### src/design/pwr_wake_pkg.sv
// Package of constants and types for power-down wake and boot control
`default_nettype none
package pwr_wake_pkg;

  // ----------------------------------------
  // Timing
  // ----------------------------------------
  localparam int unsigned CLK_PERIOD_NS  = 8;
  localparam int unsigned POR_DELAY_MS   = 128;
  localparam int unsigned POR_DELAY_CYC  = POR_DELAY_MS * 1000000 / CLK_PERIOD_NS;
  localparam int unsigned SYNC_STAGES    = 2;
  localparam int unsigned MC_CYC         = 12;

  // ----------------------------------------
  // Supply comparator thresholds in mV
  // ----------------------------------------
  localparam int unsigned POR_RISE_MV    = 2450;
  localparam int unsigned POR_FALL_MV    = 1000;

  // ----------------------------------------
  // Wake source numbers (wake_src_t packs them in reverse order, timer at bit 2)
  // ----------------------------------------
  localparam int unsigned WK_TIMER  = 0;
  localparam int unsigned WK_SERIAL = 1;
  localparam int unsigned WK_EXT    = 2;
  localparam int unsigned WK_NUM    = 3;

  // ----------------------------------------
  // Types
  // ----------------------------------------
  typedef enum logic [3:0] {
    ST_RESET = 4'h1,
    ST_RUN   = 4'h2,
    ST_PDOWN = 4'h4,
    ST_WAKE  = 4'h8
  } pwr_state_t;

  typedef struct packed {
    logic timer;
    logic serial;
    logic ext;
  } wake_src_t;

  typedef struct packed {
    logic serial_wake_enable;
    logic ext_irq_wake_enable;
  } power_control_t;

endpackage
`default_nettype wire

### src/design/pwr_wake_ctrl.sv
// Power-down wake, power-on reset timing and boot strap sampling
// ----------------------------------------
// ----------------------------------------
`timescale 1ns/1ns
`default_nettype none
module pwr_wake_ctrl
  import pwr_wake_pkg::*;
#(
  parameter int unsigned POR_CYCLES = POR_DELAY_CYC
) (
  // Clock and reset
  input  wire logic           clk,
  input  wire logic           rst_b,
  // Supply comparators, asynchronous
  input  wire logic           supply_above_rise,
  input  wire logic           supply_above_fall,
  // Manual reset pin, active low, asynchronous
  input  wire logic           reset_pin_b,
  // Program strobe strap pin
  input  wire logic           strap_in,
  output logic                strap_out,
  output logic                strap_oe,
  input  wire logic           strobe_drive,
  // Core side
  input  wire logic           pd_request,
  input  wire power_control_t power_control_reg,
  input  wire logic           interval_counter_irq,
  input  wire logic           serial_irq,
  input  wire logic           ext_irq_line_b,
  input  wire logic           interrupt_return,
  // Outputs to core and clocking
  output logic                core_reset,
  output logic                download_mode,
  output logic                pll_run,
  output logic                core_clk_en,
  output logic                ic_clk_en,
  output wake_src_t           wake_irq,
  output logic                resume_next
);

  // Zero would leave the release timer done straight out of reset
  if (POR_CYCLES < 1) begin : g_bad_por_cycles
    $error("POR_CYCLES must be at least one");
  end

  // ----------------------------------------
  // Input synchronisers
  // ----------------------------------------
  logic [3:0] s1_reg;
  logic [3:0] s2_reg;
  always_ff @(posedge clk or negedge rst_b) begin
    if (!rst_b) begin
      s1_reg <= 4'h0;
      s2_reg <= 4'h0;
    end else begin
      s1_reg <= {supply_above_rise, supply_above_fall, reset_pin_b, strap_in};
      s2_reg <= s1_reg;
    end
  end
  wire rise_ok   = s2_reg[3];
  wire fall_ok   = s2_reg[2];
  wire pin_rst   = ~s2_reg[1];
  wire strap_lvl = s2_reg[0];

  // ----------------------------------------
  // Power-on reset supply qualification
  // ----------------------------------------
  // Reset holds below the high threshold whichever way the supply moves,
  // so the core never runs in the band down to the low threshold
  logic supply_good_reg;
  wire  supply_good_next = rise_ok & fall_ok;
  always_ff @(posedge clk or negedge rst_b) begin
    if (!rst_b) supply_good_reg <= 1'b0;
    else        supply_good_reg <= supply_good_next;
  end

  // ----------------------------------------
  // Release delay timer
  // ----------------------------------------
  localparam int unsigned CW = $clog2(POR_CYCLES + 1);
  logic [CW-1:0] por_cnt_reg;
  wire           por_done = (por_cnt_reg == CW'(POR_CYCLES));
  wire           hold_rst = ~supply_good_reg | pin_rst;
  // count 128 ms after supply good
  always_ff @(posedge clk or negedge rst_b) begin
    if (!rst_b)        por_cnt_reg <= '0;
    else if (hold_rst) por_cnt_reg <= '0;
    else if (!por_done) por_cnt_reg <= por_cnt_reg + CW'(1);
  end

  // ----------------------------------------
  // Power state machine
  // ----------------------------------------
  pwr_state_t state_reg;
  pwr_state_t state_next;
  wake_src_t  wake_hit;
  wake_src_t  wake_hit_reg;

  wire   wake_timer  = interval_counter_irq;
  wire   wake_serial = serial_irq & power_control_reg.serial_wake_enable;
  wire   wake_ext    = ~ext_irq_line_b & power_control_reg.ext_irq_wake_enable;
  // One driver for the whole struct
  assign wake_hit    = {wake_timer, wake_serial, wake_ext};
  wire any_wake = |wake_hit;

  always_comb begin
    state_next = state_reg;
    case (state_reg)
      ST_RESET: if (por_done) state_next = ST_RUN;
      ST_RUN:   if (pd_request) state_next = ST_PDOWN;
      ST_PDOWN: if (any_wake) state_next = ST_WAKE;
      ST_WAKE:  if (interrupt_return) state_next = ST_RUN;
      default:  state_next = ST_RESET;
    endcase
    if (hold_rst) state_next = ST_RESET;
  end

  always_ff @(posedge clk or negedge rst_b) begin
    if (!rst_b) state_reg <= ST_RESET;
    else        state_reg <= state_next;
  end

  always_ff @(posedge clk or negedge rst_b) begin
    if (!rst_b)                             wake_hit_reg <= '0;
    else if (state_reg == ST_PDOWN && any_wake) wake_hit_reg <= wake_hit;
    else if (state_next != ST_WAKE)         wake_hit_reg <= '0;
  end

  // ----------------------------------------
  // Strap sampling at reset release
  // ----------------------------------------
  // sample strap only at release
  wire release_now = (state_reg == ST_RESET) && (state_next == ST_RUN);
  logic dl_reg;
  always_ff @(posedge clk or negedge rst_b) begin
    if (!rst_b)           dl_reg <= 1'b0;
    else if (release_now) dl_reg <= ~strap_lvl;
    else if (hold_rst)    dl_reg <= 1'b0;
  end

  // ----------------------------------------
  // Registered outputs
  // ----------------------------------------
  wire running = (state_next == ST_RUN) || (state_next == ST_WAKE);
  always_ff @(posedge clk or negedge rst_b) begin
    if (!rst_b) begin
      core_reset  <= 1'b1;
      pll_run     <= 1'b0;
      core_clk_en <= 1'b0;
      ic_clk_en   <= 1'b0;
      strap_oe    <= 1'b0;
      strap_out   <= 1'b1;
      wake_irq    <= '0;
      resume_next <= 1'b0;
    end else begin
      core_reset  <= (state_next == ST_RESET);
      // clocks stop in power-down, interval counter keeps clock
      pll_run     <= running;
      core_clk_en <= running;
      ic_clk_en   <= (state_next != ST_RESET);
      // Pin released as input while in reset so the strap can be read
      strap_oe    <= (state_next != ST_RESET);
      strap_out   <= strobe_drive;
      wake_irq    <= (state_next == ST_WAKE) ? (state_reg == ST_PDOWN ? wake_hit
                                                                      : wake_hit_reg)
                                             : '0;
      // return resumes after the power-down instruction
      resume_next <= (state_reg == ST_WAKE) && (state_next == ST_RUN);
    end
  end
  assign download_mode = dl_reg;
endmodule
`default_nettype wire

### config.mk
export PLATFORM = sky130hd
export DESIGN_NAME = pwr_wake_ctrl
export DESIGN_NICKNAME = d
export VERILOG_FILES = /design/src/design/pwr_wake_pkg.sv /design/src/design/pwr_wake_ctrl.sv
export SDC_FILE = /design/constraint.sdc
export NUM_CORES = 1
export LEC_CHECK = 0
export BUFFER_PORTS_ARGS = -buffer_cell sky130_fd_sc_hd__buf_4
export CAP_MARGIN = 30
export CORE_AREA = 5 5 64 109
export CTS_CLUSTER_DIAMETER = 120
export DETAILED_ROUTE_END_ITERATION = 12
export DIE_AREA = 0 0 69 114
export GPL_TIMING_DRIVEN = 0
export SKIP_CTS_REPAIR_TIMING = 1
export SYNTH_ARGS = -nofsm -noshare
export SYNTH_HDL_FRONTEND = slang
export SYNTH_SLANG_ARGS = --single-unit
### constraint.sdc
create_clock -name clk -period 3.4 [get_ports clk]
set_input_delay 0.51 -clock clk [delete_from_list [all_inputs] [get_ports clk]]
set_output_delay 0.51 -clock clk [all_outputs]
set_load 0.03 [all_outputs]
==> results of run 1 <==
==> metal layers <==
metal | up-vias | share of wire, %
met1 | 861 | 39
met2 | 22 | 57
met3 | 6 | 1.8
met5 | - | 0
li1 | 862 | -
met4 | 0 | 1.8
==> worst max-delay path by stage <==
stage / start / to / depth (start not counted)
CTS: state_reg[3] / download_mode / 5
floorplan: por_cnt_reg[0] / por_cnt_reg[18] / 5
finish: state_reg[3] / download_mode / 5
global placement: state_reg[3] / download_mode / 5
detailed placement: state_reg[3] / download_mode / 5
global route: state_reg[3] / download_mode / 5
==> where the power goes <==
group	internal (mW)	switching (mW)
clock	0.219	0.187
combinational	0.0144	0.0252
sequential	0.589	0.00262
total	0.822	0.215
==> synthesized netlist by cell type (4+ instances only) <==
| cell type | n |
|---|---|
| dfrtp_1 | 46 |
| nor2_1 | 21 |
| a21oi_1 | 14 |
| nand3_1 | 12 |
| nand2_1 | 10 |
| nor3_1 | 10 |
| xnor2_1 | 10 |
| inv_1 | 8 |
| o21ai_0 | 8 |
| a21o_1 | 5 |
| nor4_1 | 5 |
| clkbuf_1 | 4 |
| nand4_1 | 4 |
==> worst register-to-register path, delay by kind of cell, from the launching register on <==
family | cells | cell delay (ps)
AND/OR/NAND/NOR | 3 | 1260
flip-flops | 1 | 370
buffers and inverters | 1 | 190
AO/OA/AOI/OAI | 1 | 140
==> logic make-up after synthesis <==
group           Yosys count
fa+ha+maj                 2
mux                       2
compound gates           42
flops                    49
buf+inv                  17
simple gates             96
xor+xnor                 13
==> area by class of cell <==
type | instances | share of cell area (%)
tap | 80 | 3.72
timing repair buffer | 24 | 6.69
sequential | 49 | 45.7
buffer | 9 | 1.76
multi-input combinational | 155 | 37.1
clock inverter | 2 | 1.30
clock buffer | 6 | 2.69
inverter | 8 | 1.11
==> per-stage QoR <==
| stage | util [%] | cells | instance area [um2] |
|---|---|---|---|
| global placement | 42.5 | 325 | 2590 |
| global route | 44.3 | 333 | 2690 |
| detailed placement | 42.5 | 325 | 2590 |
| floorplan | - | 221 | 2310 |
| CTS | 44.3 | 333 | 2690 |
| finish | 44.3 | 333 | 2690 |
==> results.md, run 1 <==
- Status: completed
- R2r endpoint: download_mode
- FF-to-FF path depth: 5
- Synth Area per Inst: 10.4 um2
- Drt drc: 0
- Commonest cells after routing, fill and taps aside: dfrtp_1, buf_4, nor2_1, a21oi_1, nand3_1
- Routed vias: 1751
- Area leader, netlist: dfrtp_1
- Multi-input logic area: 998 um2
- DRT Wirelength: 4940 um
- Detailed Routing Iterations Pass 1: 4
- Async set-or-reset flop fraction in the synthesized netlist: 100%
- DIE AREA: 7870 um2
- Initial Util: 37.9%
- Commonest non-fill, non-tap cell in the layout: dfrtp_1
- Data required time of the critical path: 3620 ps
- Max reg flops: 24
- Final Hold Vio Count: 0
- Clk_lat worst skew: 290 ps
- CP Cell Sequence: clkbuf_1 > nor4b_1 > nand3_1 > or3_1 > a21oi_1
- Max Cap Viol: 0
- Critical path's slowest cell: nor4b_1
- Setup violations, final: 0
- Xor/xnor share of the synthesized area: 4.94%
- Clk slew on worst S/H paths: 90 ps
- Largest family of logic cells by synthesized area: simple AND/OR/NAND/NOR gates
- Residual antenna-violating net count after detailed routing: 0
- Global-route wire length before repair: 8300 um
- Min Clock Period, post-route: 2010 ps
- CP max stage delay: 670 ps
- Die Y: 114 um
- R2r setup slk: 1390 ps
- Number of global-route vias before repair: 1739
- FF+latch area: 1230 um2
- Inserted Diodes: 0
- Critical Path Fanout Max: 10
- Mux cell area share after synthesis: 0.868%
- H-tree levels: 2
- Adder-Cell Fraction of Synth Area: 1.09%
- Largest cells by area after synthesis: dfrtp_1, xnor2_1, dfstp_2
- GR Layer Usage met1: 13.4%
- Worst Setup Start Kind: register
- Post-synth EDFFs: 0
- Drt first-iter violations: 53
- Final Cycle Share: 59.2%
- Row cnt: 38
- Achievable Freq: 0.496 GHz
- Total power: 1.04 mW
- Synth Net Count: 237
- Initial antenna violation count: 0
- RSZ-0062 raised after global routing: false
- Total track usage: 12.8%
- Sequential area share after synthesis: 53.3%
- IO Pins: 25
- Via density: 5.26
- Crit path DAT: 2240 ps
- Bufs and invs on worst path: 1
- Nets: 268
- HPWL after detailed placement: 3630 um
- Core area: 6090 um2
- Grt met2 use: 25.3%
- Simple-gate share of the synthesized area: 24.7%
- Library cells used by synthesis: 50
- Power per Cell Area: 385 nW/um2
- # port buffers: 24
- R2R Path Start: state_reg[3]
- Hold WS: 233 ps
- Die Wd: 69 um
- Post-Route Setup TNS: 0 ps
- Met3 Track Usage GR: 1.68%
- Crit. End Element: register
- Mapped Area: 2310 um2
- Post-synthesis compound-gate area fraction: 11.7%
- WS Path Type: reg2reg
- DR WL/cell: 14.8 um
- Total CTS buffers: 5
- Worst slew margin: 52.2%
- Hold Path Class: in2async
- Slew Viols, Final: 0
- Clock sink total: 49
- Critical path's top delay family: simple AND/OR/NAND/NOR gates
- #FFs+latches synth: 49
- Ys flop type: dfrtp_1
- Max IR drop VDD: 283 uV
- Syn-to-layout area delta: 16.8%
- GPL Wtd Cong: 0.797
- Largest net degree at the start of global routing: 50
- Max Root-Sink Buffers: 2
- Share of the synthesized area in the top cell type: 49.9%
- CTS tree: done
- Skew final: 9.09 ps
- Dpl ws: 1410 ps
- Fill cells: 644
- Synth warnings: 0
- Static Leak: 1.15 nW
- Tightest Pin Transition: 707 ps
- Grt ovf: 0
- Share of cells above drive strength 1: 19.0%
- Post-Syn Instances: 221
- Setup WS post-layout: 1390 ps
- Root Driver: clkbuf_8
- Top Usage Layer GRT: met2
Note: power is estimated with default switching activity, not from simulation.
==> run 2, diff against run 1 <==
--- a/config.mk
+++ b/config.mk
@@ -5,12 +5,13 @@
 export SDC_FILE = /design/constraint.sdc
 export NUM_CORES = 1
 export LEC_CHECK = 0
+export ABC_AREA = 1
 export BUFFER_PORTS_ARGS = -buffer_cell sky130_fd_sc_hd__buf_4
 export CAP_MARGIN = 30
-export CORE_AREA = 5 5 64 109
+export CORE_AREA = 5 5 65 111
 export CTS_CLUSTER_DIAMETER = 120
 export DETAILED_ROUTE_END_ITERATION = 12
-export DIE_AREA = 0 0 69 114
+export DIE_AREA = 0 0 70 116
 export GPL_TIMING_DRIVEN = 0
 export SKIP_CTS_REPAIR_TIMING = 1
 export SYNTH_ARGS = -nofsm -noshare
==> constraint.sdc (replaced) <==
create_clock -name clk -period 2.09 [get_ports clk]
set_input_delay 0.3135 -clock clk [delete_from_list [all_inputs] [get_ports clk]]
set_output_delay 0.3135 -clock clk [all_outputs]
set_load 0.03 [all_outputs]
==> results.md, run 2 <==
- Status: completed
- Total track usage: 13.8%
- Ys flop type: dfrtp_1
- Async set-or-reset flop fraction in the synthesized netlist: 100%
- Routed vias: 1936
- Clk slew on worst S/H paths: 100 ps
- Commonest cells after routing, fill and taps aside: nand2_1, dfrtp_1, nor2_1, inv_1, nand3_1
- H-tree levels: 2
- Skew final: 11.0 ps
- Inserted Diodes: 0
- Root Driver: clkbuf_8
- Sequential area share after synthesis: 51.4%
- CP max stage delay: 390 ps
- Initial antenna violation count: 0
- Core area: 6180 um2
- Share of the synthesized area in the top cell type: 48.1%
- Post-synth EDFFs: 0
- Drt first-iter violations: 47
- Grt ovf: 0
- Placed insts: 398
- Clk_lat worst skew: 310 ps
- Initial Util: 38.7%
- Bufs and invs on worst path: 2
- Largest net degree at the start of global routing: 50
- Most frequent cell after synthesis: nand2_1
- Worst Setup Start Kind: register
- Top cells by count, synth: nand2_1, dfrtp_1, nor2_1
- Residual antenna-violating net count after detailed routing: 0
- Setup violations, final: 0
- Hold Path Class: in2async
- Nets: 341
- Achievable Freq: 0.615 GHz
- Critical Path Fanout Max: 6
- Synth warnings: 0
- Fin cells: 406
- Area leader, netlist: dfrtp_1
- Crit path DAT: 1870 ps
- GPL Wtd Cong: 0.881
- DR WL/cell: 12.7 um
- Max reg flops: 24
- Mapped Area: 2390 um2
- Number of global-route vias before repair: 1916
- Total CTS buffers: 5
- Post-Syn Instances: 294
- IO Pins: 25
- Syn-to-layout area delta: 17.5%
- Commonest non-fill, non-tap cell in the layout: nand2_1
- Row cnt: 38
- Synth Net Count: 310
- Global-route wire length before repair: 8750 um
- Critical path's top delay family: simple AND/OR/NAND/NOR gates
- Critical path's slowest cell: dfrtp_1
- Die Wd: 70 um
- Drt drc: 0
- Worst slew margin: 56.9%
- Min Clock Period, post-route: 1630 ps
- Library cells used by synthesis: 31
- Tightest Pin Transition: 646 ps
- # port buffers: 24
- DIE AREA: 8120 um2
- WS Path Type: reg2reg
- Final Cycle Share: 77.8%
- Crit. End Element: register
- Crit path top cell by count: nand2_1
- Max IR drop VDD: 672 uV
- DRT Wirelength: 5170 um
- Post-Route Setup TNS: 0 ps
- Max Cap Viol: 0
- Die Y: 116 um
- CTS tree: done
- Detailed Routing Iterations Pass 1: 4
- Static Leak: 1.38 nW
- Largest cells by area after synthesis: dfrtp_1, nand2_1, nor2_1
- Slew Viols, Final: 0
- #FFs+latches synth: 49
- Synth Area per Inst: 8.14 um2
- Clock sink total: 49
- Max Root-Sink Buffers: 2
- RSZ-0062 raised after global routing: false
- Share of cells above drive strength 1: 16.0%
- Final Hold Vio Count: 0
- Power per Cell Area: 652 nW/um2
- CP Cell Sequence: nor2_1 > nand3_2 > inv_1 > nand2_1 > o21ai_0 > nand2_1 > inv_2 > nand3_1 > nand2_1
- Data required time of the critical path: 2340 ps
- Via density: 4.77
- HPWL after detailed placement: 3930 um
-- run 2: changes by cell type in the layout (fill, tap and decap cells not counted), sizes merged, moves of 10 or more --
cell,previous run,this run
nor2,21,45
xnor2,10,0
nand2,11,65
inv,8,41
nand3,13,28
-- run 2: routing by layer --
layer | wire length [um] | vias to the layer above | GRT usage, %
met1 | 2050 | 897 | 13.8
met5 | 0 | - | 0
li1 | - | 1006 | -
met2 | 2870 | 25 | 27.0
met4 | 99 | 0 | 6.27
met3 | 149 | 8 | 2.95
-- run 2: final timing paths --
path	from	end	slack, ps	depth (start not counted)
min in group clk	strobe_drive	strap_out	110	1
max in group asynchronous	rst_b	ic_clk_en	1680	1
worst max register to register	state_reg[1]	wake_hit_reg[0]	460	9
worst min-delay path	rst_b	por_cnt_reg[16]	0.7	1
worst min register to register	s1_reg[1]	s2_reg[1]	350	0
worst max-delay path	state_reg[1]	wake_hit_reg[0]	460	9
-- run 2: cell type report --
cell class	count	area, um2
sequential	49	1230
clock buffer	5	68.8
multi-input combinational	200	977
clock inverter	3	68.8
inverter	40	150
buffer	5	36.3
timing repair buffer	24	180
tap	80	100
fill	635	3370
-- run 2: report_power, final --
part	switching [mW]	internal [mW]	total, mW
registers	0.00358	0.959	0.962
logic	0.0403	0.0245	0.0648
clock network	0.325	0.481	0.806
-- run 2: kinds of logic (layout without fill, tap and decap cells) --
kind of cell / Yosys count / count (layout) / synth area share [%]
flops: 49 / 49 / 51.4
fa+ha+maj: 2 / 2 / 1.05
buf+inv: 45 / 77 / 7.79
xor+xnor: 2 / 2 / 0.732
simple gates: 167 / 167 / 32.6
compound gates: 29 / 29 / 6.43
-- run 2: stage by stage --
stage / setup WS [ps] / hold WS (ps) / cell area (um2) / power, mW / util [%]
finish: 464 / 0.658 / 2810 / 1.83 / 45.5
global placement: 508 / 335 / 2670 / 1.05 / 43.3
CTS: 470 / 18.6 / 2810 / 1.86 / 45.5
detailed placement: 495 / 336 / 2670 / 1.05 / 43.3
global route: 302 / 49.5 / 2810 / 1.92 / 45.5
floorplan: 695 / 17.9 / 2390 / 1.00 / -
==> run 3, diff against run 2 <==
==> constraint.sdc (replaced) <==
create_clock -name clk -period 1.5 [get_ports clk]
set_input_delay 0.225 -clock clk [delete_from_list [all_inputs] [get_ports clk]]
set_output_delay 0.225 -clock clk [all_outputs]
set_load 0.03 [all_outputs]
==> results.md, run 3 (same netlist as run 2, synthesis figures left out) <==
- Status: finished, violations left
- Failing checks: negative setup slack
- DR WL/cell: 13.1 um
- Drt first-iter violations: 61
- R2r endpoint: por_cnt_reg[20]
- Detailed Routing Iterations Pass 1: 4
- FF-to-FF path depth: 11
- Setup WS post-layout: -80.7 ps
- Post-Route Setup TNS: -126 ps
- Largest net degree at the start of global routing: 50
- Internal power: 2.05 mW
- GPL Wtd Cong: 0.881
- Max reg flops: 24
- HPWL after detailed placement: 3930 um
- # port buffers: 24
- FF+latch area: 1240 um2
- Multi-input logic area: 1080 um2
- Data required time of the critical path: 1740 ps
- CTS tree: done
- WS Path Type: reg2reg
- IO Pins: 25
- Switching portion of total power: 20.2%
- Skew final: 9.29 ps
- R2r setup slk: -80 ps
- Routed vias: 2009
- Combinational share of power: 4.0%
- Share of cells above drive strength 1: 26.8%
- Commonest non-fill, non-tap cell in the layout: nand2_1
- Dpl ws: -94.8 ps
- Drt drc: 0
- Residual antenna-violating net count after detailed routing: 0
- Final Cycle Share: 105%
- Initial Util: 38.7%
- DRT Wirelength: 5490 um
- Max Root-Sink Buffers: 2
- Commonest cells after routing, fill and taps aside: nand2_1, dfrtp_1, nor2_1, inv_1, buf_4
- Worst Setup Start Kind: register
- Critical Path Fanout Max: 4
- Max Cap Viol: 0
- Core area: 6180 um2
- Grt ovf: 0
- Initial antenna violation count: 0
- Min Clock Period, post-route: 1580 ps
- Clk_lat worst skew: 310 ps
- Power per Cell Area: 844 nW/um2
- Die Wd: 70 um
- Worst slew margin: 56.9%
- R2R Path Start: por_cnt_reg[1]
- Inserted Diodes: 0
- Nets: 354
- Crit. End Element: register
- Tightest Pin Transition: 646 ps
- Number of global-route vias before repair: 1916
- Syn-to-layout area delta: 27.2%
- Clk slew on worst S/H paths: 90 ps
- DIE AREA: 8120 um2
- Total CTS buffers: 5
- Root Driver: clkbuf_8
- Fill cells: 623
- Row cnt: 38
- Placed insts: 398
- Achievable Freq: 0.633 GHz
- Total track usage: 13.8%
- Via density: 4.79
- Hold WS: 22.3 ps
- Hold Path Class: in2reg
- Crit path DAT: 1820 ps
- Worst Setup EP: por_cnt_reg[20]
- RSZ-0062 raised after global routing: true
- Net Switching: 521 uW
- Final Hold Vio Count: 0
- Global-route wire length before repair: 8750 um
- Die Y: 116 um
- Slew Viols, Final: 0
- Clock sink total: 49
- Static Leak: 1.45 nW
- Register share of total power: 52.2%
- Clk pwr share: 43.8%
- Max IR drop VDD: 945 uV
- Fin cells: 419
- Critical Path Start: por_cnt_reg[1]
- Total power: 2.57 mW
- Setup violations, final: 3
- H-tree levels: 2
[run 3: worst min-delay path by stage]
stage	start	end	slack, ps	cells past startpoint
after global placement	rst_b	por_cnt_reg[20]	280	1
after floorplan	rst_b	core_clk_en	-70	0
after global routing	supply_above_rise	s1_reg[3]	1	1
after detailed placement	rst_b	por_cnt_reg[18]	280	1
final	supply_above_rise	s1_reg[3]	20	1
after CTS	rst_b	por_cnt_reg[16]	-70	1
[run 3: area by class of cell]
| cell class | instances | share of cell area, % |
|---|---|---|
| Multi-Input combinational cell | 200 | 35.6 |
| Clock inverter | 3 | 2.26 |
| Clock buffer | 5 | 2.26 |
| Sequential cell | 49 | 40.7 |
| Tap cell | 80 | 3.29 |
| Timing Repair Buffer | 37 | 9.54 |
| Buffer | 5 | 1.23 |
| Inverter | 40 | 5.10 |
[run 3: critical path: stages (launching register included)]
cell and delay, ps:
dfrtp_1 430, ha_2 210, nand2_2 80, inv_4 90, nand2_4 60, nor2_4 160, nand2_4 90, nor2_4 140
nand2_2 60, nand2_1 60, nand2_1 40, nor2_1 100
[run 3: metal layers]
layer  part of all wire [%]  global-route usage (%)
met5                      0                       0
met1                     38                    13.8
met2                     57                    27.0
met3                    3.0                    2.95
met4                    2.1                    6.27
[run 3: power by group through the flow]
stage	registers (mW)	logic [mW]	clock network [mW]
after floorplan	1.37	0.0263	0
after global placement	1.37	0.0930	0
after detailed placement	1.37	0.0937	0
after CTS	1.34	0.0940	1.16
after global routing	1.34	0.119	1.23
final	1.34	0.104	1.13
[run 3: per-stage QoR]
step                utilization [%]  instance area [um2]
floorplan                         -                 2390
global placement               43.3                 2670
detailed placement             43.3                 2670
CTS                            45.5                 2810
global route                   49.3                 3040
finish                         49.3                 3040
